`src/hcc_params.svh`:
```
// Constants of the H-bridge current chopper: offsets, fields, resets, timing
`ifndef HCC_PARAMS_SVH
`define HCC_PARAMS_SVH

// ============================================================
// Register offsets (byte addresses)
`define HCC_REG_CTRL        8'h00
`define HCC_REG_STAT        8'h04

// ============================================================
// Control register fields
`define HCC_CTRL_OFF_TIME_SELECT_LSB   0
`define HCC_CTRL_TLVL_LSB   2
`define HCC_CTRL_MASK_LSB   4
`define HCC_CTRL_SLEW_LSB   6

// ============================================================
// Status register fields
`define HCC_STAT_REG_LSB    0
`define HCC_STAT_PIN_LSB    2
`define HCC_STAT_MASK_LSB   3
`define HCC_STAT_SLEW_LSB   5
`define HCC_STAT_TLVL_LSB   8
`define HCC_STAT_IN_LSB     10

// ============================================================
// Reset values and fixed settings of the strapped variant
`define HCC_OFF_TIME_SELECT_RST        2'h1
`define HCC_TLVL_RST        2'h0
`define HCC_MASK_RST        2'h0
`define HCC_SLEW_RST        3'h0
`define HCC_PIN_TLVL        2'h2
`define HCC_PIN_OFF_TIME_SELECT        2'h1
`define HCC_SLEW_FAST       3'h0
`define HCC_SLEW_MID        3'h3
`define HCC_SLEW_SLOW       3'h7
`define HCC_STRAP_GND       2'h0
`define HCC_STRAP_HIGH      2'h3

// ============================================================
// Timing
`define HCC_CLK_MHZ         25
`define HCC_OFF_TIME_SELECT_STEP_US    20
`define HCC_OFF_TIME_SELECT_STEP_CYC   (`HCC_OFF_TIME_SELECT_STEP_US * `HCC_CLK_MHZ)
`define HCC_BLANK_NS        4000
`define HCC_BLANK_CYC       ((`HCC_BLANK_NS * `HCC_CLK_MHZ + 999) / 1000)
`define HCC_DEAD_BASE_NS    200
`define HCC_DEAD_BASE_CYC   ((`HCC_DEAD_BASE_NS * `HCC_CLK_MHZ + 999) / 1000)
`define HCC_DEAD_STEP_NS    100
`define HCC_DEAD_STEP_CYC   ((`HCC_DEAD_STEP_NS * `HCC_CLK_MHZ + 999) / 1000)
`define HCC_DGL_NS          1000
`define HCC_DGL_CYC         ((`HCC_DGL_NS * `HCC_CLK_MHZ + 999) / 1000)
`define HCC_TRIP_FLT_CYC    2
`define HCC_STRAP_SETTLE    3

`endif

```
`src/hcc_pkg.sv`:
```
// Types shared by the H-bridge current chopper modules
`default_nettype none

package hcc_pkg;
  // Drive state of one half-bridge
  typedef enum logic [1:0] {HB_OFF, HB_HI, HB_LO} hcc_hb_t;
  // Regulation state of one half-bridge
  typedef enum logic [1:0] {CH_IDLE, CH_BLANK, CH_ARMED, CH_OFF} hcc_chop_t;
endpackage

`default_nettype wire

```
`src/hcc_chop_if.sv`:
```
// Signals between the bridge control and one regulation channel
`default_nettype none

interface hcc_chop_if;
  logic        en;
  logic        trip;
  logic        drive_req;
  logic [11:0] off_cyc;
  logic [11:0] blank_cyc;
  logic        regulating;

  modport ctl  (output en, trip, drive_req, off_cyc, blank_cyc,
                input  regulating);
  modport chop (input  en, trip, drive_req, off_cyc, blank_cyc,
                output regulating);
endinterface

`default_nettype wire

```
`src/hcc_chopper.sv`:
```
// Blanking and fixed off-time regulation for one half-bridge
`default_nettype none

module hcc_chopper
  import hcc_pkg::*;
(
  input  wire logic clk_i,    // System clock
  input  wire logic rst_n_i,  // Synchronous reset, active low
  hcc_chop_if.chop  cif       // Channel signals
);
  hcc_chop_t   st_q;
  logic [11:0] cnt_q;

  assign cif.regulating = (st_q == CH_OFF);

  always_ff @(posedge clk_i) begin
    if (!rst_n_i || !cif.en) begin
      st_q  <= CH_IDLE;
      cnt_q <= 12'h000;
    end else begin
      unique case (st_q)
        CH_IDLE: begin
          if (cif.drive_req) begin
            st_q  <= CH_BLANK;
            cnt_q <= cif.blank_cyc;
          end
        end
        CH_BLANK: begin
          if (!cif.drive_req) begin
            st_q <= CH_IDLE;
          end else if (cnt_q <= 12'h001) begin
            st_q <= CH_ARMED;
          end else begin
            cnt_q <= cnt_q - 12'h001;
          end
        end
        CH_ARMED: begin
          if (cif.trip) begin
            st_q  <= CH_OFF;
            cnt_q <= cif.off_cyc;
          end else if (!cif.drive_req) begin
            st_q <= CH_IDLE;
          end
        end
        CH_OFF: begin
          if (cnt_q > 12'h001) begin
            cnt_q <= cnt_q - 12'h001;
          end else if (cif.trip) begin
            cnt_q <= cif.off_cyc;
          end else if (cif.drive_req) begin
            st_q  <= CH_BLANK;
            cnt_q <= cif.blank_cyc;
          end else begin
            st_q <= CH_IDLE;
          end
        end
      endcase
    end
  end
endmodule

`default_nettype wire

```
`src/hcc_deglitch.sv`:
```
// Two-stage synchroniser followed by a stable-time noise filter
`default_nettype none

module hcc_deglitch #(
  parameter int unsigned DG_CYC = 25
) (
  input  wire logic clk_i,    // System clock
  input  wire logic rst_n_i,  // Synchronous reset, active low
  input  wire logic raw_i,    // Asynchronous input
  output logic      clean_o   // Filtered level
);
  logic       s1_q;
  logic       s2_q;
  logic [7:0] cnt_q;

  always_ff @(posedge clk_i) begin
    if (!rst_n_i) begin
      s1_q <= 1'b0;
      s2_q <= 1'b0;
    end else begin
      s1_q <= raw_i;
      s2_q <= s1_q;
    end
  end

  // A new level must hold DG_CYC cycles before it is passed on
  always_ff @(posedge clk_i) begin
    if (!rst_n_i) begin
      cnt_q   <= 8'h00;
      clean_o <= 1'b0;
    end else if (s2_q == clean_o) begin
      cnt_q <= 8'h00;
    end else if (cnt_q == 8'(DG_CYC - 1)) begin
      cnt_q   <= 8'h00;
      clean_o <= s2_q;
    end else begin
      cnt_q <= cnt_q + 8'h01;
    end
  end
endmodule

`default_nettype wire

```
`src/hcc_top.sv`:
```
// H-bridge fixed off-time current chopper with slew and dead-time control
//
// Added by the designer: the register offsets and the strobed register port.
`include "hcc_params.svh"
`default_nettype none

module hcc_top
  import hcc_pkg::*;
(
  input  wire logic        REF_CLK_I,        // 25 MHz clock
  input  wire logic        RST_N_I,          // Sync reset, active low
  input  wire logic [7:0]  REG_ADDR_I,       // Register byte address
  input  wire logic [31:0] REG_WDATA_I,      // Write data
  input  wire logic        REG_WR_I,         // Write strobe
  input  wire logic        REG_RD_I,         // Read strobe
  output logic      [31:0] REG_RDATA_O,      // Read data, cycle after
  input  wire logic [1:0]  BRIDGE_IN_I,      // Controller inputs 1 and 2
  input  wire logic [1:0]  OVER_TRIP_I,      // Per-output over-threshold
  input  wire logic        VARIANT_PIN_I,    // High: strapped variant
  input  wire logic        REGULATION_DISABLE_STRAP_I, // Strap, high off
  input  wire logic [1:0]  SLEW_STRAP_I,     // Sensed slew strap level
  output logic      [1:0]  HS_ON_O,          // High-side switch enables
  output logic      [1:0]  LS_ON_O,          // Low-side switch enables
  output logic      [1:0]  TRIP_LEVEL_SELECT_O, // Threshold to sensing
  output logic      [2:0]  SLEW_SELECT_O,    // Gate ramp setting
  output logic      [1:0]  REGULATING_O      // Off period active
);
  // ============================================================
  // Declarations
  logic [1:0]  off_time_select_q;
  logic [1:0]  tlvl_q;
  logic [1:0]  mask_q;
  logic [2:0]  slew_q;
  logic [3:0]  strap_s1_q;
  logic [3:0]  strap_s2_q;
  logic [1:0]  settle_q;
  logic        pin_var_q;
  logic        dis_strap_q;
  logic [1:0]  slew_strap_q;
  logic [1:0]  in_cln;
  logic [1:0]  trip_cln;
  logic [1:0]  off_time_select_eff;
  logic [1:0]  tlvl_eff;
  logic [1:0]  mask_eff;
  logic [2:0]  slew_eff;
  logic [2:0]  slew_pin;
  logic [11:0] off_cyc;
  logic [11:0] dead_cyc;
  logic [1:0]  reg_act;
  logic [1:0]  fwd_q;
  logic        reverse;
  logic        force_hi;
  logic [1:0]  cmd_hi;
  hcc_hb_t     tgt [2];
  logic [31:0] rd_val;

  // ============================================================
  // Register port
  always_ff @(posedge REF_CLK_I) begin
    if (!RST_N_I) begin
      off_time_select_q <= `HCC_OFF_TIME_SELECT_RST;
      tlvl_q <= `HCC_TLVL_RST;
      mask_q <= `HCC_MASK_RST;
      slew_q <= `HCC_SLEW_RST;
    end else if (REG_WR_I && REG_ADDR_I == `HCC_REG_CTRL) begin
      off_time_select_q <= REG_WDATA_I[`HCC_CTRL_OFF_TIME_SELECT_LSB +: 2];
      tlvl_q <= REG_WDATA_I[`HCC_CTRL_TLVL_LSB +: 2];
      mask_q <= REG_WDATA_I[`HCC_CTRL_MASK_LSB +: 2];
      slew_q <= REG_WDATA_I[`HCC_CTRL_SLEW_LSB +: 3];
    end
  end

  always_comb begin
    rd_val = 32'h0000_0000;
    if (REG_ADDR_I == `HCC_REG_CTRL) begin
      rd_val[`HCC_CTRL_OFF_TIME_SELECT_LSB +: 2] = off_time_select_q;
      rd_val[`HCC_CTRL_TLVL_LSB +: 2] = tlvl_q;
      rd_val[`HCC_CTRL_MASK_LSB +: 2] = mask_q;
      rd_val[`HCC_CTRL_SLEW_LSB +: 3] = slew_q;
    end else if (REG_ADDR_I == `HCC_REG_STAT) begin
      rd_val[`HCC_STAT_REG_LSB +: 2]  = reg_act;
      rd_val[`HCC_STAT_PIN_LSB]       = pin_var_q;
      rd_val[`HCC_STAT_MASK_LSB +: 2] = mask_eff;
      rd_val[`HCC_STAT_SLEW_LSB +: 3] = slew_eff;
      rd_val[`HCC_STAT_TLVL_LSB +: 2] = tlvl_eff;
      rd_val[`HCC_STAT_IN_LSB +: 2]   = in_cln;
    end
  end

  // Unmapped addresses and idle cycles read as zero
  always_ff @(posedge REF_CLK_I) begin
    if (!RST_N_I) begin
      REG_RDATA_O <= 32'h0000_0000;
    end else if (REG_RD_I) begin
      REG_RDATA_O <= rd_val;
    end else begin
      REG_RDATA_O <= 32'h0000_0000;
    end
  end

  // ============================================================
  // Strap capture
  // Straps are latched once after reset so that a strap that moves
  // later cannot change the variant in mid-operation.
  always_ff @(posedge REF_CLK_I) begin
    if (!RST_N_I) begin
      strap_s1_q <= 4'h0;
      strap_s2_q <= 4'h0;
    end else begin
      strap_s1_q <= {VARIANT_PIN_I, REGULATION_DISABLE_STRAP_I,
                     SLEW_STRAP_I};
      strap_s2_q <= strap_s1_q;
    end
  end

  always_ff @(posedge REF_CLK_I) begin
    if (!RST_N_I) begin
      settle_q     <= 2'h0;
      pin_var_q    <= 1'b0;
      dis_strap_q  <= 1'b0;
      slew_strap_q <= `HCC_STRAP_GND;
    end else if (settle_q != 2'(`HCC_STRAP_SETTLE)) begin
      settle_q <= settle_q + 2'h1;
      if (settle_q == 2'(`HCC_STRAP_SETTLE - 1)) begin
        pin_var_q    <= strap_s2_q[3];
        dis_strap_q  <= strap_s2_q[2];
        slew_strap_q <= strap_s2_q[1:0];
      end
    end
  end

  // ============================================================
  // Effective configuration
  // slew strap decode
  always_comb begin
    if (slew_strap_q == `HCC_STRAP_GND) begin
      slew_pin = `HCC_SLEW_FAST;
    end else if (slew_strap_q == `HCC_STRAP_HIGH) begin
      slew_pin = `HCC_SLEW_SLOW;
    end else begin
      slew_pin = `HCC_SLEW_MID;
    end
  end

  assign tlvl_eff = pin_var_q ? `HCC_PIN_TLVL : tlvl_q;
  assign off_time_select_eff = pin_var_q ? `HCC_PIN_OFF_TIME_SELECT : off_time_select_q;
  assign mask_eff = pin_var_q ? {2{dis_strap_q}} : mask_q;
  assign slew_eff = pin_var_q ? slew_pin : slew_q;

  assign off_cyc = 12'((32'(off_time_select_eff) + 1) * `HCC_OFF_TIME_SELECT_STEP_CYC);
  // dead time grows with slower slew codes
  assign dead_cyc = 12'(`HCC_DEAD_BASE_CYC
                        + 32'(slew_eff) * `HCC_DEAD_STEP_CYC);

  always_ff @(posedge REF_CLK_I) begin
    if (!RST_N_I) begin
      TRIP_LEVEL_SELECT_O <= `HCC_TLVL_RST;
      SLEW_SELECT_O       <= `HCC_SLEW_RST;
    end else begin
      TRIP_LEVEL_SELECT_O <= tlvl_eff;
      SLEW_SELECT_O       <= slew_eff;
    end
  end

  // ============================================================
  // Input and trip conditioning
  genvar gi;
  generate
    for (gi = 0; gi < 2; gi++) begin : g_in
      hcc_deglitch #(
        .DG_CYC (`HCC_DGL_CYC)
      ) u_in_dgl (
        .clk_i   (REF_CLK_I),
        .rst_n_i (RST_N_I),
        .raw_i   (BRIDGE_IN_I[gi]),
        .clean_o (in_cln[gi])
      );

      hcc_deglitch #(
        .DG_CYC (`HCC_TRIP_FLT_CYC)
      ) u_trip_dgl (
        .clk_i   (REF_CLK_I),
        .rst_n_i (RST_N_I),
        .raw_i   (OVER_TRIP_I[gi]),
        .clean_o (trip_cln[gi])
      );
    end
  endgenerate

  // ============================================================
  // Commanded bridge state
  // Output x drives high when its input is high, low when only the
  // other input is high, and floats when both inputs are low.
  always_comb begin
    for (int i = 0; i < 2; i++) begin
      cmd_hi[i] = in_cln[i];
      if (in_cln[i]) begin
        tgt[i] = HB_HI;
      end else if (in_cln[1 - i]) begin
        tgt[i] = HB_LO;
      end else begin
        tgt[i] = HB_OFF;
      end
    end
  end

  always_ff @(posedge REF_CLK_I) begin
    if (!RST_N_I) begin
      fwd_q <= 2'h0;
    end else if (reg_act == 2'h0) begin
      fwd_q <= in_cln;
    end
  end

  assign reverse = (in_cln == ~fwd_q) && (in_cln[0] ^ in_cln[1]);
  // both high sides on while regulating, unless the inputs command the reverse direction
  assign force_hi = (reg_act != 2'h0) && !reverse;

  // ============================================================
  // Regulation channels and output stages
  generate
    for (gi = 0; gi < 2; gi++) begin : g_hb
      hcc_chop_if cif ();
      hcc_hb_t    app_q;
      hcc_hb_t    want;
      logic [11:0] dead_q;

      assign cif.en        = !mask_eff[gi];
      assign cif.trip      = trip_cln[gi];
      assign cif.drive_req = cmd_hi[gi];
      assign cif.off_cyc   = off_cyc;
      assign cif.blank_cyc = 12'(`HCC_BLANK_CYC);
      assign reg_act[gi]   = cif.regulating;

      hcc_chopper u_chop (
        .clk_i   (REF_CLK_I),
        .rst_n_i (RST_N_I),
        .cif     (cif)
      );

      assign want = force_hi ? HB_HI : tgt[gi];

      always_ff @(posedge REF_CLK_I) begin
        if (!RST_N_I) begin
          app_q       <= HB_OFF;
          dead_q      <= 12'h000;
          HS_ON_O[gi] <= 1'b0;
          LS_ON_O[gi] <= 1'b0;
        end else if (want != app_q && app_q != HB_OFF) begin
          app_q       <= HB_OFF;
          dead_q      <= dead_cyc;
          HS_ON_O[gi] <= 1'b0;
          LS_ON_O[gi] <= 1'b0;
        end else if (want != app_q && dead_q == 12'h000) begin
          app_q       <= want;
          HS_ON_O[gi] <= (want == HB_HI);
          LS_ON_O[gi] <= (want == HB_LO);
        end else if (dead_q != 12'h000) begin
          dead_q <= dead_q - 12'h001;
        end
      end

      always_ff @(posedge REF_CLK_I) begin
        if (!RST_N_I) begin
          REGULATING_O[gi] <= 1'b0;
        end else begin
          REGULATING_O[gi] <= cif.regulating;
        end
      end
    end
  endgenerate
endmodule

`default_nettype wire

```
`config.mk`:
```
export PLATFORM = sky130hd
export DESIGN_NAME = hcc_top
export DESIGN_NICKNAME = d
export VERILOG_FILES = /design/src/hcc_pkg.sv /design/src/hcc_chop_if.sv /design/src/hcc_chopper.sv /design/src/hcc_deglitch.sv /design/src/hcc_top.sv
export VERILOG_INCLUDE_DIRS = /design/src /design/src/src
export SDC_FILE = /design/constraint.sdc
export NUM_CORES = 1
export LEC_CHECK = 0
export BUFFER_PORTS_ARGS = -buffer_cell sky130_fd_sc_hd__buf_2
export CAP_MARGIN = 20
export CORE_MARGIN = 3
export CORE_UTILIZATION = 45
export DETAILED_ROUTE_END_ITERATION = 8
export PLACE_DENSITY = 0.69
export SYNTH_ARGS = -nofsm -noshare
export SYNTH_HDL_FRONTEND = slang
export SYNTH_SLANG_ARGS = --single-unit
```
`constraint.sdc`:
```
create_clock -name REF_CLK_I -period 2.9 [get_ports REF_CLK_I]
set_input_delay 0.58 -clock REF_CLK_I [delete_from_list [all_inputs] [get_ports REF_CLK_I]]
set_output_delay 0.58 -clock REF_CLK_I [all_outputs]
set_load 0.02 [all_outputs]
```
==> run_results.csv <==
group,metric,value,unit
clocking,cts_setup_buffers,0,
critical_path,worstPathMaxFanout,6,
logic_synthesis,seq_area_frac_synth,38.5,%
logic_synthesis,synth_area,7690,µm²
timing,fmax,393,MHz
floorplan,die_area,18700,µm²
global_route,grt_pass1_wl,28000,µm
clocking,clk_latency,430,ps
logic_synthesis,synth_top_area_share,38.5,%
power_and_ir_drop,power.density,638,nW/µm²
clocking,hold_buffers,0,
logic_synthesis,ys_seq_elements,148,
floorplan,io_pins,95,
logic_synthesis,synth_edf_count,0,
logic_synthesis,yosysTopAreaCell,"dfxtp_1",
critical_path,cp.required,3200,ps
critical_path,timing_worst_setup_path_type,"reg2reg",
global_route,grt_usage,18.6,%
critical_path,worst_setup_path_start_kind,"flip-flop",
floorplan,die_w,137,µm
critical_path,setup.worst_path.end_class,"flip-flop",
routing,initialDrtViolationCount,582,
clocking,cts_buffer_depth,2,
placed_design,dp_cells,1161,
power_and_ir_drop,ir_worst_vdd,0.000361,V
logic_synthesis,synth_area_per_cell,8.48,µm²
routing,drc,0,
floorplan,num_rows,47,
routing,wire_per_inst,14.4,µm
clocking,cts_tree,"yes",
placed_design,place_area,8180,µm²
logic_synthesis,async_reset_ff_share,0,%
clocking,htree_levels,4,
timing,timing_hold_violations_final,0,
routing,viasPerCell,5.46,
min_path,hold_path.class,"in2reg",
timing,finalMaxSlewViolations,0,
status,status,"finished, final reports clean",
global_route,grt_overflow,0,
timing,rsz0062_at_grt,"false",
timing,max-slew-margin-rel,52.3,%
finish,nets,1043,
finish,seqCellArea,2960,µm²
floorplan,initial_core_util,46.2,%
finish,multi_input_area,4300,µm²
placed_design,port_buffers,51,
placed_design,place.gp.congestion,0.937,
finish,nFillCells,1524,
clocking,clk_pin_slew,70,ps
logic_synthesis,ys.flop_type,"dfxtp_1",
logic_synthesis,ys_top_cells_by_area,"dfxtp_1 (39%), nor2_1 (6.4%), mux2i_1 (4.7%)",
clocking,cts-root-buf,"clkbuf_16",
run,cap_violations,0,
routing,ant_nets,0,
critical_path,crit_arrival,2850,ps
clocking,cts.repair.resized,0,
logic_synthesis,syn_inst,907,
clocking,clock-sinks,148,
floorplan,core_area,16600,µm²
timing,fin_hold_ws,351,ps
global_route,antenna_found_initial,0,
finish,drive_gt1_share,13.6,%
finish,area_delta_synth_final,14.2,%
timing,skew,10.9,ps
logic_synthesis,yosysWarningCount,0,
clocking,cts_made_buffers,17,
routing,routed_wl,17100,µm
timing,fin_crit,2540,ps
timing,period_share,87.8,%
finish,layoutNonFillerInstCount,1193,
timing,finalSetupViolCount,0,
placed_design,hpwl,12300,µm
global_route,grt_pass1_vias,5796,
routing,dr.pass1.iters,5,
floorplan,fp.dieH,137,µm
finish,stdcell_area,8780,µm²
finish,n_antenna_cell,0,
routing,vias,6519,
timing,tightest_slew,711,ps
power_and_ir_drop,p_leak,3.64,nW
timing,tns,0,ps
global_route,grt_max_degree,35,
logic_synthesis,yosysUniqueCellTypes,72,
## kinds of logic (layout without fill, tap and decap cells)
group,after synthesis,in the layout,share of synthesized area (%)
buffers and inverters,108,155,6.49
xor gates and xnor gates,58,58,6.61
AOI/OAI and AO/OA,184,184,16.4
DFF,148,148,38.5
muxes,37,37,4.83
adders and majority gates,31,31,5.44
and+or+nand+nor,340,340,21.6
other,1,20,0.0488
## area by class of cell
class | instances | area share [%]
inverters | 41 | 1.75
clock inverters | 15 | 2.00
repair buffers | 82 | 5.56
well taps | 220 | 3.14
flip-flops and latches | 148 | 33.8
clock buffers | 17 | 4.85
multi-input cells | 670 | 49.0
## through the flow
step	utilization, %	setup slack, ps	total power [W]
2_1_floorplan	-	524	0.00324
5_1_grt	52.7	175	0.00589
3_5_place_dp	49.1	377	0.00341
6_report	52.7	355	0.00560
3_3_place_gp	49.1	445	0.00339
4_1_cts	52.7	354	0.00565
## layer usage
metal  vias to the layer above  global-route usage, %  part of all wire (%)
met5                         -                      0                     0
met4                         0                   5.77                   1.6
met3                        25                   4.30                   6.1
met2                       220                   28.5                    45
met1                      3012                   26.0                    47
li1                       3262                      -                     -
## final timing paths
| kind | from | to | slack [ps] | cells past startpoint |
|---|---|---|---|---|
| hold / removal | SLEW_STRAP_I[0] | strap_s1_q[0] | 350 | 2 |
| setup reg to reg | pin_var_q | g_hb[0].u_chop.cnt_q[6] | 360 | 9 |
| setup / recovery | pin_var_q | g_hb[0].u_chop.cnt_q[6] | 360 | 9 |
| hold reg to reg | g_in[1].u_in_dgl.s1_q | g_in[1].u_in_dgl.s2_q | 440 | 1 |
## critical path: stages (launching register included)
cell and delay [ps]:
dfxtp_1 340, nor2b_1 440, ha_1 350, inv_1 90, fa_1 560, nand2_1 60
o31ai_1 100, o221ai_1 170, o31ai_1 220, a21oi_1 80
## where the power goes
group | switching [W] | internal (W)
sequential | 0.000135 | 0.00220
combinational | 0.000560 | 0.000474
clock | 0.000990 | 0.00124
total | 0.00169 | 0.00391
## cell usage in the layout (no fill, tap or decap), drive strengths merged, types with 11 or more instances in the layout
master and n:
nor2b 11, ha 27, dfxtp 148, xnor2 25, o21ai 35, mux2i 36, nand4 12, and2 24
nor3 24, xor2 33, nor4 16, inv 51, nand2 46, a21oi 44, conb 20, clkbuf 17
nand3 30, a211oi 13, nor2 131, buf 82
## cells in the mapped netlist, types with 11 or more instances
cell type / instances
nor2b_1: 11
ha_1: 27
a21oi_1: 44
nand4_1: 12
nand2_1: 46
a211oi_1: 13
inv_1: 39
and2_1: 24
xor2_1: 33
buf_4: 20
o21ai_0: 32
nor2_1: 131
nor3_1: 23
dfxtp_1: 148
clkbuf_1: 33
mux2i_1: 36
nor4_1: 16
xnor2_1: 25
nand3_1: 30
## state kept, by name, indices dropped and copies added, names as in the netlist, 3 cells and up
| register | count |
|---|---|
| REG_RDATA_O | 12 |
| SLEW_SELECT_O | 3 |
| g_hb.app_q | 4 |
| g_hb.dead_q | 24 |
| g_hb.u_chop.cnt_q | 24 |
| g_hb.u_chop.st_q | 4 |
| g_in.u_in_dgl.cnt_q | 16 |
| g_in.u_trip_dgl.cnt_q | 16 |
| slew_q | 3 |
| strap_s1_q | 4 |
| strap_s2_q | 4 |
Note: power is estimated with default switching activity, not from simulation.
